[config.mk]
export PLATFORM = sky130hd
export DESIGN_NAME = irq_pending_threshold_status
export DESIGN_NICKNAME = d
export VERILOG_FILES = /design/src/hw/fast_interrupt_ctrl_pkg.sv /design/src/hw/irq_gate_cell.sv /design/src/hw/nest_tracker.sv /design/src/hw/irq_pending_threshold_status.sv
export VERILOG_INCLUDE_DIRS = /design/src /design/src/hw
export SDC_FILE = /design/constraint.sdc
export NUM_CORES = 1
export LEC_CHECK = 0
export ABC_AREA = 1
export BUFFER_PORTS_ARGS = -buffer_cell sky130_fd_sc_hd__buf_2
export CELL_PAD_IN_SITES_DETAIL_PLACEMENT = 1
export CELL_PAD_IN_SITES_GLOBAL_PLACEMENT = 1
export CORE_MARGIN = 2
export CORE_UTILIZATION = 37
export DETAILED_ROUTE_END_ITERATION = 8
export GPL_ROUTABILITY_DRIVEN = 0
export PLACE_DENSITY_LB_ADDON = 0.3
export SLEW_MARGIN = 20
export SYNTH_ARGS = -nofsm -noshare
export SYNTH_HDL_FRONTEND = slang
export SYNTH_HIERARCHICAL = 1
export SYNTH_SLANG_ARGS = --single-unit
export TNS_END_PERCENT = 50
[constraint.sdc]
create_clock -name sys_clk -period 8.64 [get_ports sys_clk]
set_input_delay 0.432 -clock sys_clk [delete_from_list [all_inputs] [get_ports sys_clk]]
set_output_delay 0.432 -clock sys_clk [all_outputs]
set_load 0.01 [all_outputs]
[src/hw/fast_interrupt_ctrl_cfg.svh]
// Purpose: Offsets, field positions, keys and reset values for the
//          pending, threshold and global status slice.
// Assumes: Included by bare name; definitions only.
// Notes:   Byte addresses within the controller's APB window.
`ifndef FAST_INTERRUPT_CTRL_CFG_SVH
`define FAST_INTERRUPT_CTRL_CFG_SVH

`define PEND_LOW_OFS 12'h020
`define PEND_HIGH_OFS 12'h024
`define CUTOFF_OFS 12'h040
`define CONFIG_OFS 12'h048
`define SUMMARY_OFS 12'h04C
`define SYSCTL_OFS 12'hD10

`define PEND_LOW_MASK 32'hFFFF500C
`define PEND_HIGH_MASK 32'h0000007F
`define CUTOFF_MASK 8'hC0
`define CUTOFF_RST 8'h00
`define KEY_HI 31
`define KEY_LO 16
`define FIRST_UNLOCK_VALUE 16'hFA05
`define SECOND_UNLOCK_VALUE 16'hBCAF
`define RESET_UNLOCK_VALUE 16'hBEEF
`define SYSRST_BIT 7
`define SCTL_RST_BIT 31
`define DEPTH_ONE 8'h01
`define DEPTH_TWO 8'h03
`define DEPTH_NONE 8'h00
`define ACT_BIT 8
`define PEND_BIT 9
`define NUM_IRQ 39
`define ZERO32 32'h00000000

`endif

[src/hw/fast_interrupt_ctrl_pkg.sv]
// Purpose: Shared types for the interrupt status slice.
// Assumes: Nothing is imported; users write the package name.
// Notes:   Types only; numbers live in the cfg header.
package fast_interrupt_ctrl_pkg;

  // One APB request as seen by the slave
  typedef struct packed {
    logic sel;
    logic enable;
    logic write;
    logic [11:0] addr;
    logic [31:0] wdata;
  } apb_req_t;

  // Core-side service sequencing
  typedef enum logic [2:0] {
    NEST_IDLE = 3'h1,
    NEST_ONE = 3'h2,
    NEST_TWO = 3'h4
  } nest_state_t;

endpackage

[src/hw/irq_gate_cell.sv]
// Purpose: One interrupt line: pending latch and threshold gate.
// Assumes: Sources pulse or hold irqIn; core acks by ackIn.
// Notes:   Set wins over the acknowledge in the same cycle.
`timescale 1ns/100ps
`default_nettype none
`include "fast_interrupt_ctrl_cfg.svh"

module irq_gate_cell (
  input wire logic sys_clk,
  input wire logic reset_n,
  input wire logic irqIn,
  input wire logic ackIn,
  input wire logic enableIn,
  input wire logic [7:0] prioIn,
  input wire logic [7:0] cutoffIn,
  output logic pendingOut,
  output logic eligibleOut
);

  logic pending_ff;
  logic nxt_pending;
  wire logic cutoffOn;
  wire logic prioPass;

  // Hold pending until served; new event beats the ack
  assign nxt_pending = irqIn | (pending_ff & ~ackIn);

  always_ff @(posedge sys_clk) begin
    if (!reset_n) begin
      pending_ff <= 1'b0;
    end else begin
      pending_ff <= nxt_pending;
    end
  end

  // Zero cutoff disables filtering entirely
  assign cutoffOn = (cutoffIn != 8'h00);
  // Lower priority value than the cutoff stays pending only
  assign prioPass = ~cutoffOn | (prioIn >= cutoffIn);
  assign pendingOut = pending_ff;
  assign eligibleOut = pending_ff & enableIn & prioPass;

endmodule
`default_nettype wire

[src/hw/nest_tracker.sv]
// Purpose: Two-level service nesting tracker.
// Assumes: Core pulses takeIn on entry and retIn on return.
// Notes:   A third entry is refused; the stack is two deep.
`timescale 1ns/100ps
`default_nettype none
`include "fast_interrupt_ctrl_cfg.svh"

module nest_tracker (
  input wire logic sys_clk,
  input wire logic reset_n,
  input wire logic takeIn,
  input wire logic retIn,
  output logic [7:0] depthOut,
  output logic canTakeOut
);

  fast_interrupt_ctrl_pkg::nest_state_t state_ff;
  fast_interrupt_ctrl_pkg::nest_state_t nxt_state;

  // Entry and return in one cycle cancel out at level one only; at idle the entry wins, at level two the return
  always_comb begin
    nxt_state = state_ff;
    case (state_ff)
      fast_interrupt_ctrl_pkg::NEST_IDLE: begin
        if (takeIn) nxt_state = fast_interrupt_ctrl_pkg::NEST_ONE;
      end
      fast_interrupt_ctrl_pkg::NEST_ONE: begin
        if (takeIn && !retIn) nxt_state = fast_interrupt_ctrl_pkg::NEST_TWO;
        else if (retIn && !takeIn)
          nxt_state = fast_interrupt_ctrl_pkg::NEST_IDLE;
      end
      fast_interrupt_ctrl_pkg::NEST_TWO: begin
        if (retIn) nxt_state = fast_interrupt_ctrl_pkg::NEST_ONE;
      end
      default: nxt_state = fast_interrupt_ctrl_pkg::NEST_IDLE;
    endcase
  end

  always_ff @(posedge sys_clk) begin
    if (!reset_n) begin
      state_ff <= fast_interrupt_ctrl_pkg::NEST_IDLE;
    end else begin
      state_ff <= nxt_state;
    end
  end

  // Depth code as software sees it
  assign depthOut =
    (state_ff == fast_interrupt_ctrl_pkg::NEST_TWO) ? `DEPTH_TWO :
    (state_ff == fast_interrupt_ctrl_pkg::NEST_ONE) ? `DEPTH_ONE :
    `DEPTH_NONE;
  assign canTakeOut = (state_ff != fast_interrupt_ctrl_pkg::NEST_TWO);

endmodule
`default_nettype wire

[src/hw/irq_pending_threshold_status.sv]
// Purpose: Pending status, priority cutoff, keyed system reset and
//          global status of the fast interrupt controller.
// Assumes: APB slave, zero wait states; sys_clk 200 MHz; sync reset.
// Notes:   Enable and priority state arrive as inputs from siblings.
//
// Register access over APB was left to the implementer.
`timescale 1ns/100ps
`default_nettype none
`include "fast_interrupt_ctrl_cfg.svh"

module irq_pending_threshold_status (
  input wire logic sys_clk,
  input wire logic reset_n,
  input wire logic psel,
  input wire logic penable,
  input wire logic pwrite,
  input wire logic [11:0] paddr,
  input wire logic [31:0] pwdata,
  output logic [31:0] prdata,
  output logic pready,
  output logic pslverr,
  input wire logic [38:0] irqReq,
  input wire logic [38:0] irqEnable,
  input wire logic [311:0] irqPrio,
  input wire logic irqAck,
  input wire logic irqReturn,
  output logic [38:0] irqEligible,
  output logic irqTakeOk,
  output logic sysResetReq
);

  ////////////////////////////////////////////////////////////////////////
  // Bus decode

  fast_interrupt_ctrl_pkg::apb_req_t req;
  assign req = '{sel: psel, enable: penable, write: pwrite,
                 addr: paddr, wdata: pwdata};

  logic ready_ff;
  wire logic setupPh = req.sel & ~req.enable;
  // Writes commit at the access edge, where pready is sampled high, so
  // a transfer that never completes leaves every register untouched
  wire logic wrAccess = req.sel & req.enable & req.write & ready_ff;
  wire logic rdSetup = setupPh & ~req.write;
  wire logic hitLow = (req.addr == `PEND_LOW_OFS);
  wire logic hitHigh = (req.addr == `PEND_HIGH_OFS);
  wire logic hitCut = (req.addr == `CUTOFF_OFS);
  wire logic hitCfg = (req.addr == `CONFIG_OFS);
  wire logic hitSum = (req.addr == `SUMMARY_OFS);
  wire logic hitSctl = (req.addr == `SYSCTL_OFS);
  wire logic hitAny = hitLow | hitHigh | hitCut | hitCfg | hitSum | hitSctl;
  wire logic [15:0] keyIn = req.wdata[`KEY_HI:`KEY_LO];

  ////////////////////////////////////////////////////////////////////////
  // Per-line pending and gate

  logic [38:0] pendVec;
  logic [38:0] eligVec;
  logic [7:0] cutoff_ff;
  logic [38:0] ackVec;

  // The core's acknowledge clears every line eligible in that cycle
  assign ackVec = {39{irqAck}} & eligVec;

  genvar gi;
  generate
    for (gi = 0; gi < `NUM_IRQ; gi++) begin : g_line
      irq_gate_cell u_cell (
        .sys_clk(sys_clk),
        .reset_n(reset_n),
        .irqIn(irqReq[gi]),
        .ackIn(ackVec[gi]),
        .enableIn(irqEnable[gi]),
        .prioIn(irqPrio[gi*8 +: 8]),
        .cutoffIn(cutoff_ff),
        .pendingOut(pendVec[gi]),
        .eligibleOut(eligVec[gi])
      );
    end
  endgenerate

  ////////////////////////////////////////////////////////////////////////
  // Nesting

  logic [7:0] depth;
  logic canTake;

  nest_tracker u_nest (
    .sys_clk(sys_clk),
    .reset_n(reset_n),
    .takeIn(irqAck),
    .retIn(irqReturn),
    .depthOut(depth),
    .canTakeOut(canTake)
  );

  ////////////////////////////////////////////////////////////////////////
  // Cutoff register

  logic [7:0] nxt_cutoff;
  // Writes touch only the two stored bits
  assign nxt_cutoff = (wrAccess & hitCut) ?
    (req.wdata[7:0] & `CUTOFF_MASK) : cutoff_ff;

  always_ff @(posedge sys_clk) begin
    if (!reset_n) begin
      cutoff_ff <= `CUTOFF_RST;
    end else begin
      cutoff_ff <= nxt_cutoff;
    end
  end

  ////////////////////////////////////////////////////////////////////////
  // Keyed system reset

  logic control_reg_reset_bit_ff;
  wire logic keyedRst = wrAccess & hitCfg & req.wdata[`SYSRST_BIT]
    & (keyIn == `RESET_UNLOCK_VALUE);
  wire logic sctlRst = wrAccess & hitSctl & req.wdata[`SCTL_RST_BIT];
  // One shared one-cycle request; the bit never stays set
  wire logic nxt_control_reg_reset_bit = keyedRst | sctlRst;

  always_ff @(posedge sys_clk) begin
    if (!reset_n) begin
      control_reg_reset_bit_ff <= 1'b0;
    end else begin
      control_reg_reset_bit_ff <= nxt_control_reg_reset_bit;
    end
  end

  ////////////////////////////////////////////////////////////////////////
  // Read data and summary

  wire logic anyActive = (depth != `DEPTH_NONE);
  wire logic anyPendEn = |(pendVec & irqEnable);
  logic [31:0] sumWord;
  always_comb begin
    sumWord = `ZERO32;
    sumWord[7:0] = depth;
    sumWord[`ACT_BIT] = anyActive;
    sumWord[`PEND_BIT] = anyPendEn;
  end

  // Config and control register read back as zero, key included
  wire logic [31:0] nxt_rdata =
    hitLow ? (pendVec[31:0] & `PEND_LOW_MASK) :
    hitHigh ? ({25'h0000000, pendVec[38:32]} & `PEND_HIGH_MASK) :
    hitCut ? {24'h000000, cutoff_ff} :
    hitSum ? sumWord :
    `ZERO32;

  logic [31:0] rdata_ff;
  logic err_ff;
  logic [38:0] elig_ff;
  logic take_ff;

  // Answer in the cycle after setup: no wait states
  always_ff @(posedge sys_clk) begin
    if (!reset_n) begin
      rdata_ff <= `ZERO32;
      ready_ff <= 1'b0;
      err_ff <= 1'b0;
      elig_ff <= 39'h0000000000;
      take_ff <= 1'b0;
    end else begin
      rdata_ff <= rdSetup ? nxt_rdata : `ZERO32;
      ready_ff <= setupPh;
      err_ff <= setupPh & ~hitAny;
      elig_ff <= eligVec;
      take_ff <= canTake;
    end
  end

  assign prdata = rdata_ff;
  assign pready = ready_ff;
  assign pslverr = err_ff;
  assign irqEligible = elig_ff;
  assign irqTakeOk = take_ff;
  assign sysResetReq = control_reg_reset_bit_ff;

  ////////////////////////////////////////////////////////////////////////
  // Checks

  a_wrong_key_ignored: assert property (@(posedge sys_clk)
    disable iff (!reset_n)
    (wrAccess && hitCfg && keyIn != `RESET_UNLOCK_VALUE)
      |=> !sysResetReq)
    else $error("reset taken with wrong key");
  a_keyed_reset_pulse: assert property (@(posedge sys_clk)
    disable iff (!reset_n)
    (keyedRst ##1 !nxt_control_reg_reset_bit) |-> sysResetReq ##1 !sysResetReq)
    else $error("keyed reset request not one cycle");
  a_sctl_reset_same: assert property (@(posedge sys_clk)
    disable iff (!reset_n) sctlRst |=> sysResetReq)
    else $error("control reset bit had no effect");
  a_cutoff_low_bits: assert property (@(posedge sys_clk)
    disable iff (!reset_n) cutoff_ff[5:0] == 6'h00)
    else $error("cutoff low bits stored");
  a_cutoff_write: assert property (@(posedge sys_clk)
    disable iff (!reset_n)
    (wrAccess && hitCut) |=> cutoff_ff == ($past(pwdata[7:0]) & 8'hC0))
    else $error("cutoff write lost");
  a_read_low_mask: assert property (@(posedge sys_clk)
    disable iff (!reset_n)
    (rdSetup && hitLow) |=> (prdata & ~32'hFFFF500C) == 32'h00000000)
    else $error("reserved pending bits set");
  a_read_high_mask: assert property (@(posedge sys_clk)
    disable iff (!reset_n)
    (rdSetup && hitHigh) |=> prdata[31:7] == 25'h0000000)
    else $error("high pending reserved bits set");
  a_read_cfg_zero: assert property (@(posedge sys_clk)
    disable iff (!reset_n)
    (rdSetup && hitCfg) |=> prdata == 32'h00000000)
    else $error("config read not zero");
  a_gate_blocks: assert property (@(posedge sys_clk)
    disable iff (!reset_n)
    (cutoff_ff != 8'h00 && irqPrio[23:16] < cutoff_ff) |-> !eligVec[2])
    else $error("line served below cutoff");
  a_gate_off: assert property (@(posedge sys_clk)
    disable iff (!reset_n)
    (cutoff_ff == 8'h00) |-> eligVec == (pendVec & irqEnable))
    else $error("zero cutoff still gated");
  a_depth_limit: assert property (@(posedge sys_clk)
    disable iff (!reset_n)
    depth == 8'h00 || depth == 8'h01 || depth == 8'h03)
    else $error("illegal nesting depth");
  a_active_flag: assert property (@(posedge sys_clk)
    disable iff (!reset_n) sumWord[8] == (depth != 8'h00))
    else $error("active flag wrong");
  a_pend_flag: assert property (@(posedge sys_clk)
    disable iff (!reset_n) sumWord[9] == |(pendVec & irqEnable))
    else $error("pending flag wrong");
  a_depth_code: assert property (@(posedge sys_clk)
    disable iff (!reset_n)
    (depth == 8'h01 && irqAck && !irqReturn) |=> depth == 8'h03)
    else $error("second level not reported");

  // Bus answer timing and the write commit point
  a_ready_after_setup: assert property (@(posedge sys_clk)
    disable iff (!reset_n) setupPh |=> pready)
    else $error("no ready after setup");
  a_ready_one_cycle: assert property (@(posedge sys_clk)
    disable iff (!reset_n) pready |=> !pready)
    else $error("ready held longer than one cycle");
  a_err_unmapped: assert property (@(posedge sys_clk)
    disable iff (!reset_n)
    (setupPh && !hitAny) |=> pslverr && prdata == 32'h00000000)
    else $error("unmapped access not flagged");
  a_cutoff_hold: assert property (@(posedge sys_clk)
    disable iff (!reset_n)
    !(wrAccess && hitCut) |=> $stable(cutoff_ff))
    else $error("cutoff changed without a write");
  a_cut_read_zero: assert property (@(posedge sys_clk)
    disable iff (!reset_n)
    (rdSetup && hitCut) |=> prdata[31:8] == 24'h000000
      && prdata[5:0] == 6'h00)
    else $error("cutoff reserved bits read back");
  a_reset_on_write: assert property (@(posedge sys_clk)
    disable iff (!reset_n) !wrAccess |=> !sysResetReq)
    else $error("reset request without a write");

  // Service side: gating keeps lines pending, nesting stops at two
  a_pending_kept: assert property (@(posedge sys_clk)
    disable iff (!reset_n)
    (pendVec[2] && !eligVec[2]) |=> pendVec[2])
    else $error("gated line lost its pending state");
  a_take_refused: assert property (@(posedge sys_clk)
    disable iff (!reset_n) (depth == 8'h03) |=> !irqTakeOk)
    else $error("third level offered to the core");
  a_two_level_hold: assert property (@(posedge sys_clk)
    disable iff (!reset_n)
    (depth == 8'h03 && !irqReturn) |=> depth == 8'h03)
    else $error("nesting left level two without return");

  // Summary word as software reads it
  a_sum_active_read: assert property (@(posedge sys_clk)
    disable iff (!reset_n)
    (rdSetup && hitSum) |=> prdata[8] == ($past(depth) != 8'h00))
    else $error("active flag read wrong");
  a_sum_upper_zero: assert property (@(posedge sys_clk)
    disable iff (!reset_n)
    (rdSetup && hitSum) |=> prdata[31:10] == 22'h000000)
    else $error("summary reserved bits set");

  c_keyed_reset: cover property (@(posedge sys_clk) keyedRst);
  c_nest_two: cover property (@(posedge sys_clk) depth == 8'h03);
  c_gated_line: cover property (@(posedge sys_clk)
    pendVec[2] && irqEnable[2] && !eligVec[2]);
  c_wrong_key: cover property (@(posedge sys_clk)
    wrAccess && hitCfg && keyIn != `RESET_UNLOCK_VALUE);
  c_third_refused: cover property (@(posedge sys_clk)
    depth == 8'h03 && eligVec != 39'h0000000000);

endmodule
`default_nettype wire

==> out/results.tsv, run 1 <==
stage	metric	value	unit
status	outcome	finished clean	
placement	I/O Buffers	497	
route	DRT Wirelength	54.0	mm
job	Max-Cap Viols	0	
floorplan	core area	0.0384	mm2
critical_path	CP peak stage delay	0.68	ns
timing	Slew @ Worst Pin	1.05	ns
finish	Final #Nets	3983	
timing	min cycle time layout	2.78	ns
placement	post-DP HPWL	45.8	mm
logic_synthesis	synth warn	6	
critical_path	reg2reg end	g_line[16].u_cell/pendingOut$_SDFF_PN0_	
global_routing	initial antenna violation count	42	
pwr	power per cell area	104	mW/mm2
logic_synthesis	most area-hungry cell type in the Yosys netlist	ha_1	
logic_synthesis	most frequent cell after synthesis	nand2_1	
logic_synthesis	register area share after synthesis	16.1	%
floorplan	full die area	0.0402	mm2
route	vias	16900	
placement	Cell Area, Placed	0.0186	mm2
clocking	CTS tree	done	
route	Wirelength per Cell	14.2	um
clocking	CTS root buffer	clkbuf_16	
timing	Max Slew Vio Count	0	
floorplan	# IOs	516	
pwr	switching power	0.646	mW
pwr	internal power	1.37	mW
global_routing	total gr overflow	0	
floorplan	Die H	201	um
clocking	hold buffers post-CTS	0	
floorplan	die width	201	um
timing	Setup TNS	0	ns
floorplan	Initial Util	37.3	%
pwr	clock power share	41.2	%
route	via-per-instance ratio	4.46	
timing	final worst path period share	32.2	%
pwr	switching part of the total power	32.0	%
pwr	Comb power frac	30.1	%
critical_path	Critical Path Start Type	register	
pwr	Lkg Pwr	11.7	nW
logic_synthesis	Post-synth top flop	dfxtp_1	
route	initial DRC count	378	
critical_path	Critical Path Fanout Max	50	
route	DRT antenna net count	0	
logic_synthesis	ranking of synthesized cells by area	ha_1, nand2_1, inv_1	
hold_path	Hold Crit Depth	2	
finish	Area Overhead vs Synth	35.1	%
logic_synthesis	asr flop ratio synth	0	%
route	DRC	0	
logic_synthesis	library cells used by synthesis	28	
logic_synthesis	Synth Area per Inst	5.94	um2
logic_synthesis	Syn Std Cell Area	0.0143	mm2
clocking	worst-skew pair later-pin latency	0.43	ns
logic_synthesis	Commonest cells post-synth	nand2_1, inv_1, ha_1, nor2_1, nand3_1	
critical_path	Critical Path RT	8.95	ns
floorplan	num rows	72	
clocking	total CTS buffers	17	
clocking	cts repair resizes	0	
critical_path	crit-path cells	buf_4 > inv_1 > ha_1 > nand2_1 > nor2_1 > nand2_1 > a21oi_1 > nand2_1 > inv_1 > nor2_1 > o21a_1	
timing	Layout Skew	0.0112	ns
critical_path	worst setup path endpoint	g_line[16].u_cell/pendingOut$_SDFF_PN0_	
clocking	clock-pin slew on the worst setup and hold paths	0.06	ns
global_routing	vias in the first global route	18300	
finish	share of layout cells above drive strength 1	17.3	%
pwr	Seq pwr share	28.7	%
critical_path	crit path max-delay cell type	buf_4	
critical_path	reg2reg setup slack	5.86	ns
clocking	clk buf depth	2	
route	Pre-antenna DRT Iters	4	
critical_path	Worst Path Arrival	3.10	ns
logic_synthesis	EDFF count, synth	0	
timing	Max Clk Rate	359	MHz
pwr	IR Drop Worst-Case VDD	0.111	mV
logic_synthesis	post-synth top area share	27.4	%
clocking	Post-CTS Setup Inserts	0	
critical_path	critical path capture point type	register	
critical_path	launching point of the worst reg2reg path	cutoff_ff[7]$_SDFFE_PN0P_	
clocking	H-tree levels	4	
pwr	Power Total	2.02	mW
critical_path	cell repeated most along the worst path	nand2_1	
logic_synthesis	Mapped Cells	2409	
critical_path	Critical Path Source	cutoff_ff[7]$_SDFFE_PN0P_	
finish	design area	0.0193	mm2
critical_path	Setup CP Type	reg -> reg	
global_routing	largest net degree at the start of global routing	85	
timing	count of final setup violators	0	
global_routing	first-pass GRT wire length	86.7	mm
timing	RSZ-0062 raised after global routing	false	
logic_synthesis	Seq cells post-synth	115	
hold_path	Worst Hold Class	in -> reg	
timing	Hold Violations, Final	0	
clocking	CTS sink count	115	
global_routing	GRT Total Usage	26.9	%
timing	slew margin rel.	29.9	%
critical_path	Worst R2R Path Depth	11	
how the worst min path moves through the flow:
stage | slack (ns) | from | endpoint
2_1_floorplan | 0.43 | g_line[12].u_cell/pendingOut$_SDFF_PN0_ | prdata[12]$_SDFF_PN0_
3_3_place_gp | 0.44 | g_line[17].u_cell/pendingOut$_SDFF_PN0_ | prdata[17]$_SDFF_PN0_
4_1_cts | 0.19 | irqReq[26] | g_line[26].u_cell/pendingOut$_SDFF_PN0_
6_report | 0.21 | irqReq[15] | g_line[15].u_cell/pendingOut$_SDFF_PN0_
3_5_place_dp | 0.45 | g_line[30].u_cell/pendingOut$_SDFF_PN0_ | prdata[30]$_SDFF_PN0_
5_1_grt | 0.19 | irqReq[29] | g_line[29].u_cell/pendingOut$_SDFF_PN0_
state kept, by name (all words and copies together), names as in the netlist, 2 cells and up:
register and count:
irqEligible 39, cutoff_ff 2, prdata 28, g_line.u_cell/pendingOut 39, u_nest/state_ff 3
cell usage in the layout, fill, tap and decap left out, types with 2 or more instances in the layout:
| master | count |
|---|---|
| inv_1 | 632 |
| nand3_2 | 2 |
| buf_2 | 496 |
| bufinv_16 | 6 |
| nand4_1 | 7 |
| o21ai_1 | 2 |
| o21a_1 | 39 |
| nand2_1 | 702 |
| a21oi_1 | 119 |
| nor3_1 | 6 |
| nor2_2 | 13 |
| nand2_2 | 4 |
| clkbuf_16 | 17 |
| dfxtp_4 | 2 |
| nand3_1 | 133 |
| nor2_4 | 2 |
| clkinv_2 | 2 |
| clkinvlp_4 | 3 |
| dfxtp_1 | 113 |
| nor2_1 | 290 |
| ha_1 | 313 |
| nand3b_1 | 2 |
| conb_1 | 322 |
| diode_2 | 35 |
| buf_4 | 5 |
| clkbuf_8 | 2 |
| clkinv_4 | 2 |
kinds of logic (layout without fill, tap and decap cells):
group	count (synthesis)	after routing	synth area share [%]
buffers and inverters	653	1166	17.5
adder cells (fa/ha/maj)	313	313	27.4
flip-flops	115	115	16.1
AND/OR/NAND/NOR	1165	1165	32.7
AO/OA/AOI/OAI	161	161	6.32
other	2	357	0.0525
per-stage QoR:
stage | worst slack, ns | hold WS [ns] | utilization [%] | instances
2_1_floorplan | 5.89 | 0.435 | - | 2729
3_3_place_gp | 5.93 | 0.444 | 48.4 | 3728
3_5_place_dp | 5.87 | 0.455 | 48.4 | 3728
4_1_cts | 5.84 | 0.190 | 50.1 | 3760
5_1_grt | 5.60 | 0.195 | 50.3 | 3789
6_report | 5.86 | 0.209 | 50.4 | 3795
worst max-delay path, delay by kind of cell, from the launching register on:
kind                       cells  cell delay, ns
DFF                            1            0.64
buffers and inverters          3            0.87
and+or+nand+nor                5            0.38
adders and majority gates      1            0.34
AOI/OAI and AO/OA              2            0.40
power groups by stage:
stage	clock network, mW	logic, mW	registers, mW
2_1_floorplan	0	0.373	0.589
3_3_place_gp	0	0.547	0.588
3_5_place_dp	0	0.591	0.590
4_1_cts	0.849	0.597	0.579
5_1_grt	0.874	0.714	0.582
6_report	0.831	0.607	0.579
cell type report:
cell class	count	area, um2
Sequential cell	115	2310
Multi-Input combinational cell	1961	10700
Antenna cell	35	87.6
Clock buffer	19	453
Fill cell	5705	19100
Clock inverter	13	230
Tap cell	518	648
Timing Repair Buffer	501	2520
Inverter	633	2380
routing by layer:
layer / track usage [%] / vias to the layer above / wire, um
met5: 0 / - / 105
met2: 50.3 / 455 / 27100
met1: 27.2 / 7697 / 20300
met3: 6.92 / 162 / 3470
met4: 14.8 / 18 / 2970
li1: - / 8609 / -
Power figures use the tool's default switching activity.
==> run 2, diff against run 1 <==
--- a/config.mk
+++ b/config.mk
@@ -11,7 +11,7 @@
 export CELL_PAD_IN_SITES_DETAIL_PLACEMENT = 1
 export CELL_PAD_IN_SITES_GLOBAL_PLACEMENT = 1
 export CORE_MARGIN = 2
-export CORE_UTILIZATION = 37
+export CORE_UTILIZATION = 34
 export DETAILED_ROUTE_END_ITERATION = 8
 export GPL_ROUTABILITY_DRIVEN = 0
 export PLACE_DENSITY_LB_ADDON = 0.3
==> constraint.sdc (replaced) <==
create_clock -name sys_clk -period 2.9 [get_ports sys_clk]
set_input_delay 0.145 -clock sys_clk [delete_from_list [all_inputs] [get_ports sys_clk]]
set_output_delay 0.145 -clock sys_clk [all_outputs]
set_load 0.01 [all_outputs]
==> out/results.tsv, run 2 (synthesis gave the netlist of run 1 again) <==
stage	metric	value	unit	change
timing	Layout Skew	0.00863	ns	-0.00256 ns
pwr	power per cell area	304	mW/mm2	+190%
finish	Final #Nets	4032		+1.2%
timing	Slew @ Worst Pin	0.618	ns	-0.434 ns
critical_path	Critical Path Start Type	register		
clocking	CTS root buffer	clkbuf_16		
job	Max-Cap Viols	0		unchanged
finish	most frequent cells in the layout	nand2_1, inv_1, buf_2		
route	vias	17100		+0.79%
global_routing	largest net degree at the start of global routing	49		-42%
clocking	CTS sink count	115		unchanged
clocking	H-tree levels	4		unchanged
timing	final worst path period share	80.5	%	+48 points
critical_path	crit path max-delay cell type	dfxtp_4		
floorplan	die width	209	um	+4.2%
critical_path	cell repeated most along the worst path	nand2_1		
route	Pre-antenna DRT Iters	4		unchanged
pwr	Lkg Pwr	11.9	nW	+1.8%
critical_path	critical path capture point type	register		
placement	post-DP HPWL	46.1	mm	+0.72%
clocking	cts repair resizes	0		unchanged
timing	Setup TNS	0	ns	unchanged
route	Wirelength per Cell	14.2	um	-0.29%
floorplan	core area	0.0418	mm2	+8.8%
status	outcome	finished clean		
global_routing	vias in the first global route	18400		+0.55%
timing	slew margin rel.	58.8	%	+29 points
floorplan	num rows	75		+4.2%
global_routing	GRT Total Usage	25.2	%	-1.7 points
timing	Hold Violations, Final	0		unchanged
clocking	total CTS buffers	17		unchanged
finish	Area Overhead vs Synth	38.8	%	
critical_path	Setup CP Type	reg -> reg		
pwr	Power Total	6.03	mW	+200%
floorplan	Initial Util	34.3	%	-3.0 points
finish	Multi-input gate area	0.0107	mm2	unchanged
critical_path	crit-path cells	buf_12 > inv_1 > ha_1 > nand2_1 > nor2_1 > nand2_1 > a21oi_1 > nand2_1 > inv_1 > nor2_1 > o21a_1		
floorplan	Die H	209	um	+4.2%
clocking	worst-skew pair later-pin latency	0.45	ns	+0.02 ns
route	DRC	0		unchanged
route	DRT antenna net count	0		unchanged
finish	Filler cells	6088		+6.7%
finish	share of layout cells above drive strength 1	17.2	%	-0.11 points
timing	min cycle time layout	2.33	ns	-0.451 ns
global_routing	first-pass GRT wire length	87.3	mm	+0.67%
critical_path	Worst Path Arrival	2.67	ns	-0.43 ns
timing	RSZ-0062 raised after global routing	false		
finish	most common cell after layout, fill and taps aside	nand2_1		
clocking	CTS tree	done		
finish	Storage cell area	0.00231	mm2	unchanged
route	via-per-instance ratio	4.41		-1.2%
critical_path	CP peak stage delay	0.69	ns	about the same
hold_path	Worst Hold Class	in -> reg		
timing	Max Clk Rate	429	MHz	+19%
global_routing	initial antenna violation count	44		+4.8%
critical_path	Critical Path Fanout Max	31		-38%
timing	Max Slew Vio Count	0		unchanged
floorplan	# IOs	516		unchanged
timing	count of final setup violators	0		unchanged
clocking	clock-pin slew on the worst setup and hold paths	0.06	ns	about the same
floorplan	full die area	0.0437	mm2	+8.6%
global_routing	total gr overflow	0		unchanged
critical_path	Critical Path RT	3.24	ns	-5.71 ns
clocking	clk buf depth	2		unchanged
pwr	IR Drop Worst-Case VDD	0.315	mV	+180%
placement	I/O Buffers	497		unchanged
route	initial DRC count	326		-14%
route	DRT Wirelength	54.9	mm	+1.7%
==> run 2: cell types whose count changed in the layout (fill, tap and decap cells not counted) <==
cell           previous run  this run
buf_12                    0         3
clkinv_2                  2         1
clkbuf_8                  2         0
clkinvlp_4                3         2
bufinv_16                 6         5
clkinv_4                  2         3
inv_6                     0         3
dlygate4sd3_1             0        44
inv_4                     0         1
diode_2                  35        42
buf_4                     5         7
==> run 2: area by class of cell <==
class,instances,area share [%]
timing repair buffer,550,15.3
clock inverter,15,1.15
antenna,42,0.529
clock buffer,17,2.14
multi-input combinational,1961,53.9
tap,539,3.40
sequential,115,11.6
inverter,633,12.0
==> run 2: repair_timing <==
item	CTS	global route
hold endpoints to repair	43	0
setup buffers	0	0
hold buffers	44	0
endpoints found under the setup margin	0	0
==> run 2: metrics by stage <==
stage                     cells  area [um2]  worst slack [ns]  util [%]  hold WS, ns
after floorplan            2729       15500             0.153         -        0.229
after global placement     3754       18700             0.677      44.7        0.354
after detailed placement   3754       18700             0.619      44.7        0.359
after CTS                  3830       19800             0.580      47.3      0.00261
after global routing       3864       19800             0.396      47.5       0.0206
final                      3872       19900             0.567      47.6       0.0216
==> run 2: worst max-delay path: cells and delay by family, from the launching register on <==
| kind | cells | cell delay [ns] |
|---|---|---|
| DFF | 1 | 0.69 |
| and+or+nand+nor | 5 | 0.40 |
| adders and majority gates | 1 | 0.33 |
| buffers and inverters | 3 | 0.43 |
| AOI/OAI and AO/OA | 2 | 0.35 |
==> run 2: per-layer routing <==
metal	track usage (%)	part of all wire (%)
met1	26.3	40
met2	46.9	51
met3	5.47	4.6
met4	13.2	4.9
met5	0	0.15
==> run 2: final timing paths <==
kind | endpoint | cells past startpoint | start | slack (ns)
setup / recovery | g_line[8].u_cell/pendingOut$_SDFF_PN0_ | 11 | cutoff_ff[7]$_SDFFE_PN0P_ | 0.57
hold / removal | irqEligible[35]$_SDFF_PN0_ | 5 | irqEnable[35] | 0.02
hold reg to reg | prdata[12]$_SDFF_PN0_ | 2 | g_line[12].u_cell/pendingOut$_SDFF_PN0_ | 0.46
setup reg to reg | g_line[8].u_cell/pendingOut$_SDFF_PN0_ | 11 | cutoff_ff[7]$_SDFFE_PN0P_ | 0.57
==> run 2: report_power, final <==
| group | leakage [nW] | switching [mW] | total [mW] | internal [mW] |
|---|---|---|---|---|
| Sequential | 0.945 | 0.0681 | 1.73 | 1.66 |
| Clock | 0.315 | 0.904 | 2.44 | 1.53 |
| Combinational | 10.6 | 1.05 | 1.87 | 0.813 |
==> run 3, diff against run 2 <==
==> constraint.sdc (replaced) <==
create_clock -name sys_clk -period 2.2 [get_ports sys_clk]
set_input_delay 0.11 -clock sys_clk [delete_from_list [all_inputs] [get_ports sys_clk]]
set_output_delay 0.11 -clock sys_clk [all_outputs]
set_load 0.01 [all_outputs]
==> out/results.tsv, run 3 (synthesis gave the netlist of run 1 again) <==
stage	metric	value	unit	change
floorplan	Die H	209	um	unchanged
finish	Final #Nets	4077		+1.1%
finish	most frequent cells in the layout	nand2_1, inv_1, buf_2		
clocking	cts repair resizes	0		unchanged
timing	min cycle time layout	2.00	ns	-0.337 ns
clocking	worst-skew pair later-pin latency	0.44	ns	about the same
critical_path	Setup CP Type	reg -> reg		
critical_path	cell repeated most along the worst path	nand2_1		
route	DRC	0		unchanged
timing	Hold Violations, Final	0		unchanged
critical_path	Critical Path Start Type	register		
timing	count of final setup violators	0		unchanged
floorplan	die width	209	um	unchanged
global_routing	initial antenna violation count	41		-6.8%
critical_path	Critical Path RT	2.54	ns	-0.70 ns
status	outcome	finished clean		
finish	Filler cells	6157		+1.1%
timing	Setup TNS	0	ns	unchanged
finish	share of layout cells above drive strength 1	17.6	%	+0.40 points
pwr	IR Drop Worst-Case VDD	0.395	mV	+25%
timing	Layout Skew	0.0127	ns	+0.00412 ns
clocking	H-tree levels	4		unchanged
finish	Multi-input gate area	0.0107	mm2	unchanged
finish	Area Overhead vs Synth	41.1	%	
critical_path	CP peak stage delay	0.39	ns	-0.30 ns
clocking	clock-pin slew on the worst setup and hold paths	0.07	ns	about the same
route	vias	17200		+0.94%
route	DRT Wirelength	56.3	mm	+2.5%
critical_path	critical path capture point type	register		
floorplan	Initial Util	34.3	%	unchanged
route	DRT antenna net count	0		unchanged
timing	slew margin rel.	59.1	%	+0.24 points
critical_path	Critical Path Fanout Max	12		-61%
route	highest metal used	met5		
placement	Placed Instances	3766		+0.32%
floorplan	# IOs	516		unchanged
critical_path	crit path max-delay cell type	dfxtp_4		
global_routing	GRT Total Usage	25.5	%	+0.34 points
finish	design area	0.0202	mm2	+1.7%
finish	Finished Layout Cells	3909		+0.96%
timing	Max Clk Rate	501	MHz	+17%
route	Pre-antenna DRT Iters	5		+1
global_routing	largest net degree at the start of global routing	48		-2.0%
floorplan	num rows	75		unchanged
global_routing	vias in the first global route	18600		+1.2%
finish	Storage cell area	0.00231	mm2	unchanged
pwr	Lkg Pwr	12.1	nW	+1.4%
critical_path	crit-path cells	buf_12 > buf_4 > inv_1 > ha_1 > nand2_1 > nor2_1 > nand2_1 > a21oi_1 > nand2_1 > inv_1 > nor2_1 > o21a_1		
placement	post-DP HPWL	46.9	mm	+1.8%
hold_path	Worst Hold Class	in -> reg		
timing	RSZ-0062 raised after global routing	false		
route	M1 wire length	22.2	mm	+1.8%
finish	most common cell after layout, fill and taps aside	nand2_1		
placement	Cell Area, Placed	0.0187	mm2	+0.48%
job	Max-Cap Viols	0		unchanged
timing	final worst path period share	90.7	%	+10 points
route	Met2 Routed Length	28.5	mm	+2.7%
clocking	clk buf depth	2		unchanged
route	Wirelength per Cell	14.4	um	+1.6%
clocking	CTS root buffer	clkbuf_16		
timing	Setup WS post-layout	0.204	ns	-0.363 ns
pwr	power per cell area	377	mW/mm2	+24%
timing	Max Slew Vio Count	0		unchanged
clocking	CTS tree	done		
critical_path	Worst Path Arrival	2.34	ns	-0.33 ns
timing	Slew @ Worst Pin	0.614	ns	-0.00365 ns
floorplan	full die area	0.0437	mm2	unchanged
route	routed wl met3	2.94	mm	+15%
timing	Hold Slack	0.0166	ns	-0.00497 ns
global_routing	first-pass GRT wire length	87.9	mm	+0.63%
clocking	total CTS buffers	17		unchanged
route	via-per-instance ratio	4.41		about the same
placement	I/O Buffers	497		unchanged
placement	Setup Slack @ Placement	0.0486	ns	-0.570 ns
clocking	CTS sink count	115		unchanged
route	initial DRC count	438		+34%
floorplan	core area	0.0418	mm2	unchanged
global_routing	total gr overflow	0		unchanged
-- run 3: changes by cell type in the layout (fill, tap and decap cells not counted), moves of 3 or more --
cell | previous run | this run
clkinvlp_4 | 2 | 6
buf_4 | 7 | 23
buf_12 | 3 | 6
dlygate4sd3_1 | 44 | 68
diode_2 | 42 | 34
bufinv_16 | 5 | 1
-- run 3: metal layers --
metal | vias up | global-route usage [%]
met1 | 7867 | 26.2
li1 | 8790 | -
met4 | 20 | 12.7
met3 | 147 | 6.16
met2 | 411 | 48.0
met5 | - | 0
-- run 3: worst paths after layout --
kind                                            end  slack (ns)  depth (start not counted)                                    start
max          g_line[1].u_cell/pendingOut$_SDFF_PN0_        0.20                         12                cutoff_ff[7]$_SDFFE_PN0P_
min                       irqEligible[2]$_SDFF_PN0_        0.02                          5                             irqEnable[2]
max reg2reg  g_line[1].u_cell/pendingOut$_SDFF_PN0_        0.20                         12                cutoff_ff[7]$_SDFFE_PN0P_
min reg2reg                   prdata[17]$_SDFF_PN0_        0.44                          2  g_line[17].u_cell/pendingOut$_SDFF_PN0_
-- run 3: per-stage QoR --
stage	util, %	total power, mW
floorplan	-	3.78
global placement	44.9	4.48
detailed placement	44.9	4.65
CTS	47.9	7.62
global route	48.3	8.19
finish	48.3	7.60
-- run 3: what timing repair did --
action	in CTS	in global routing
setup buffers	0	9
hold buffers	68	0
endpoints found under the setup margin	0	34
endpoints found under the hold margin	67	0
-- run 3: report_power, final --
part / total (mW) / internal (mW) / switching (mW)
registers: 2.28 / 2.18 / 0.0916
clock network: 2.82 / 1.56 / 1.26
logic: 2.51 / 1.10 / 1.41
-- run 3: layout make-up --
class	count	area share [%]
sequential	115	11.4
clock inverter	15	0.651
multi-input combinational	1961	53.0
timing repair buffer	595	17.3
clock buffer	17	2.11
inverter	633	11.8
antenna	34	0.421
tap	539	3.34
-- run 3: worst max-delay path, delay by kind of cell (launching register included) --
kind	cells	cell delay, ns
AOI/OAI and AO/OA	2	0.32
and+or+nand+nor	5	0.40
buffers and inverters	4	0.48
DFF	1	0.39
adders and majority gates	1	0.31
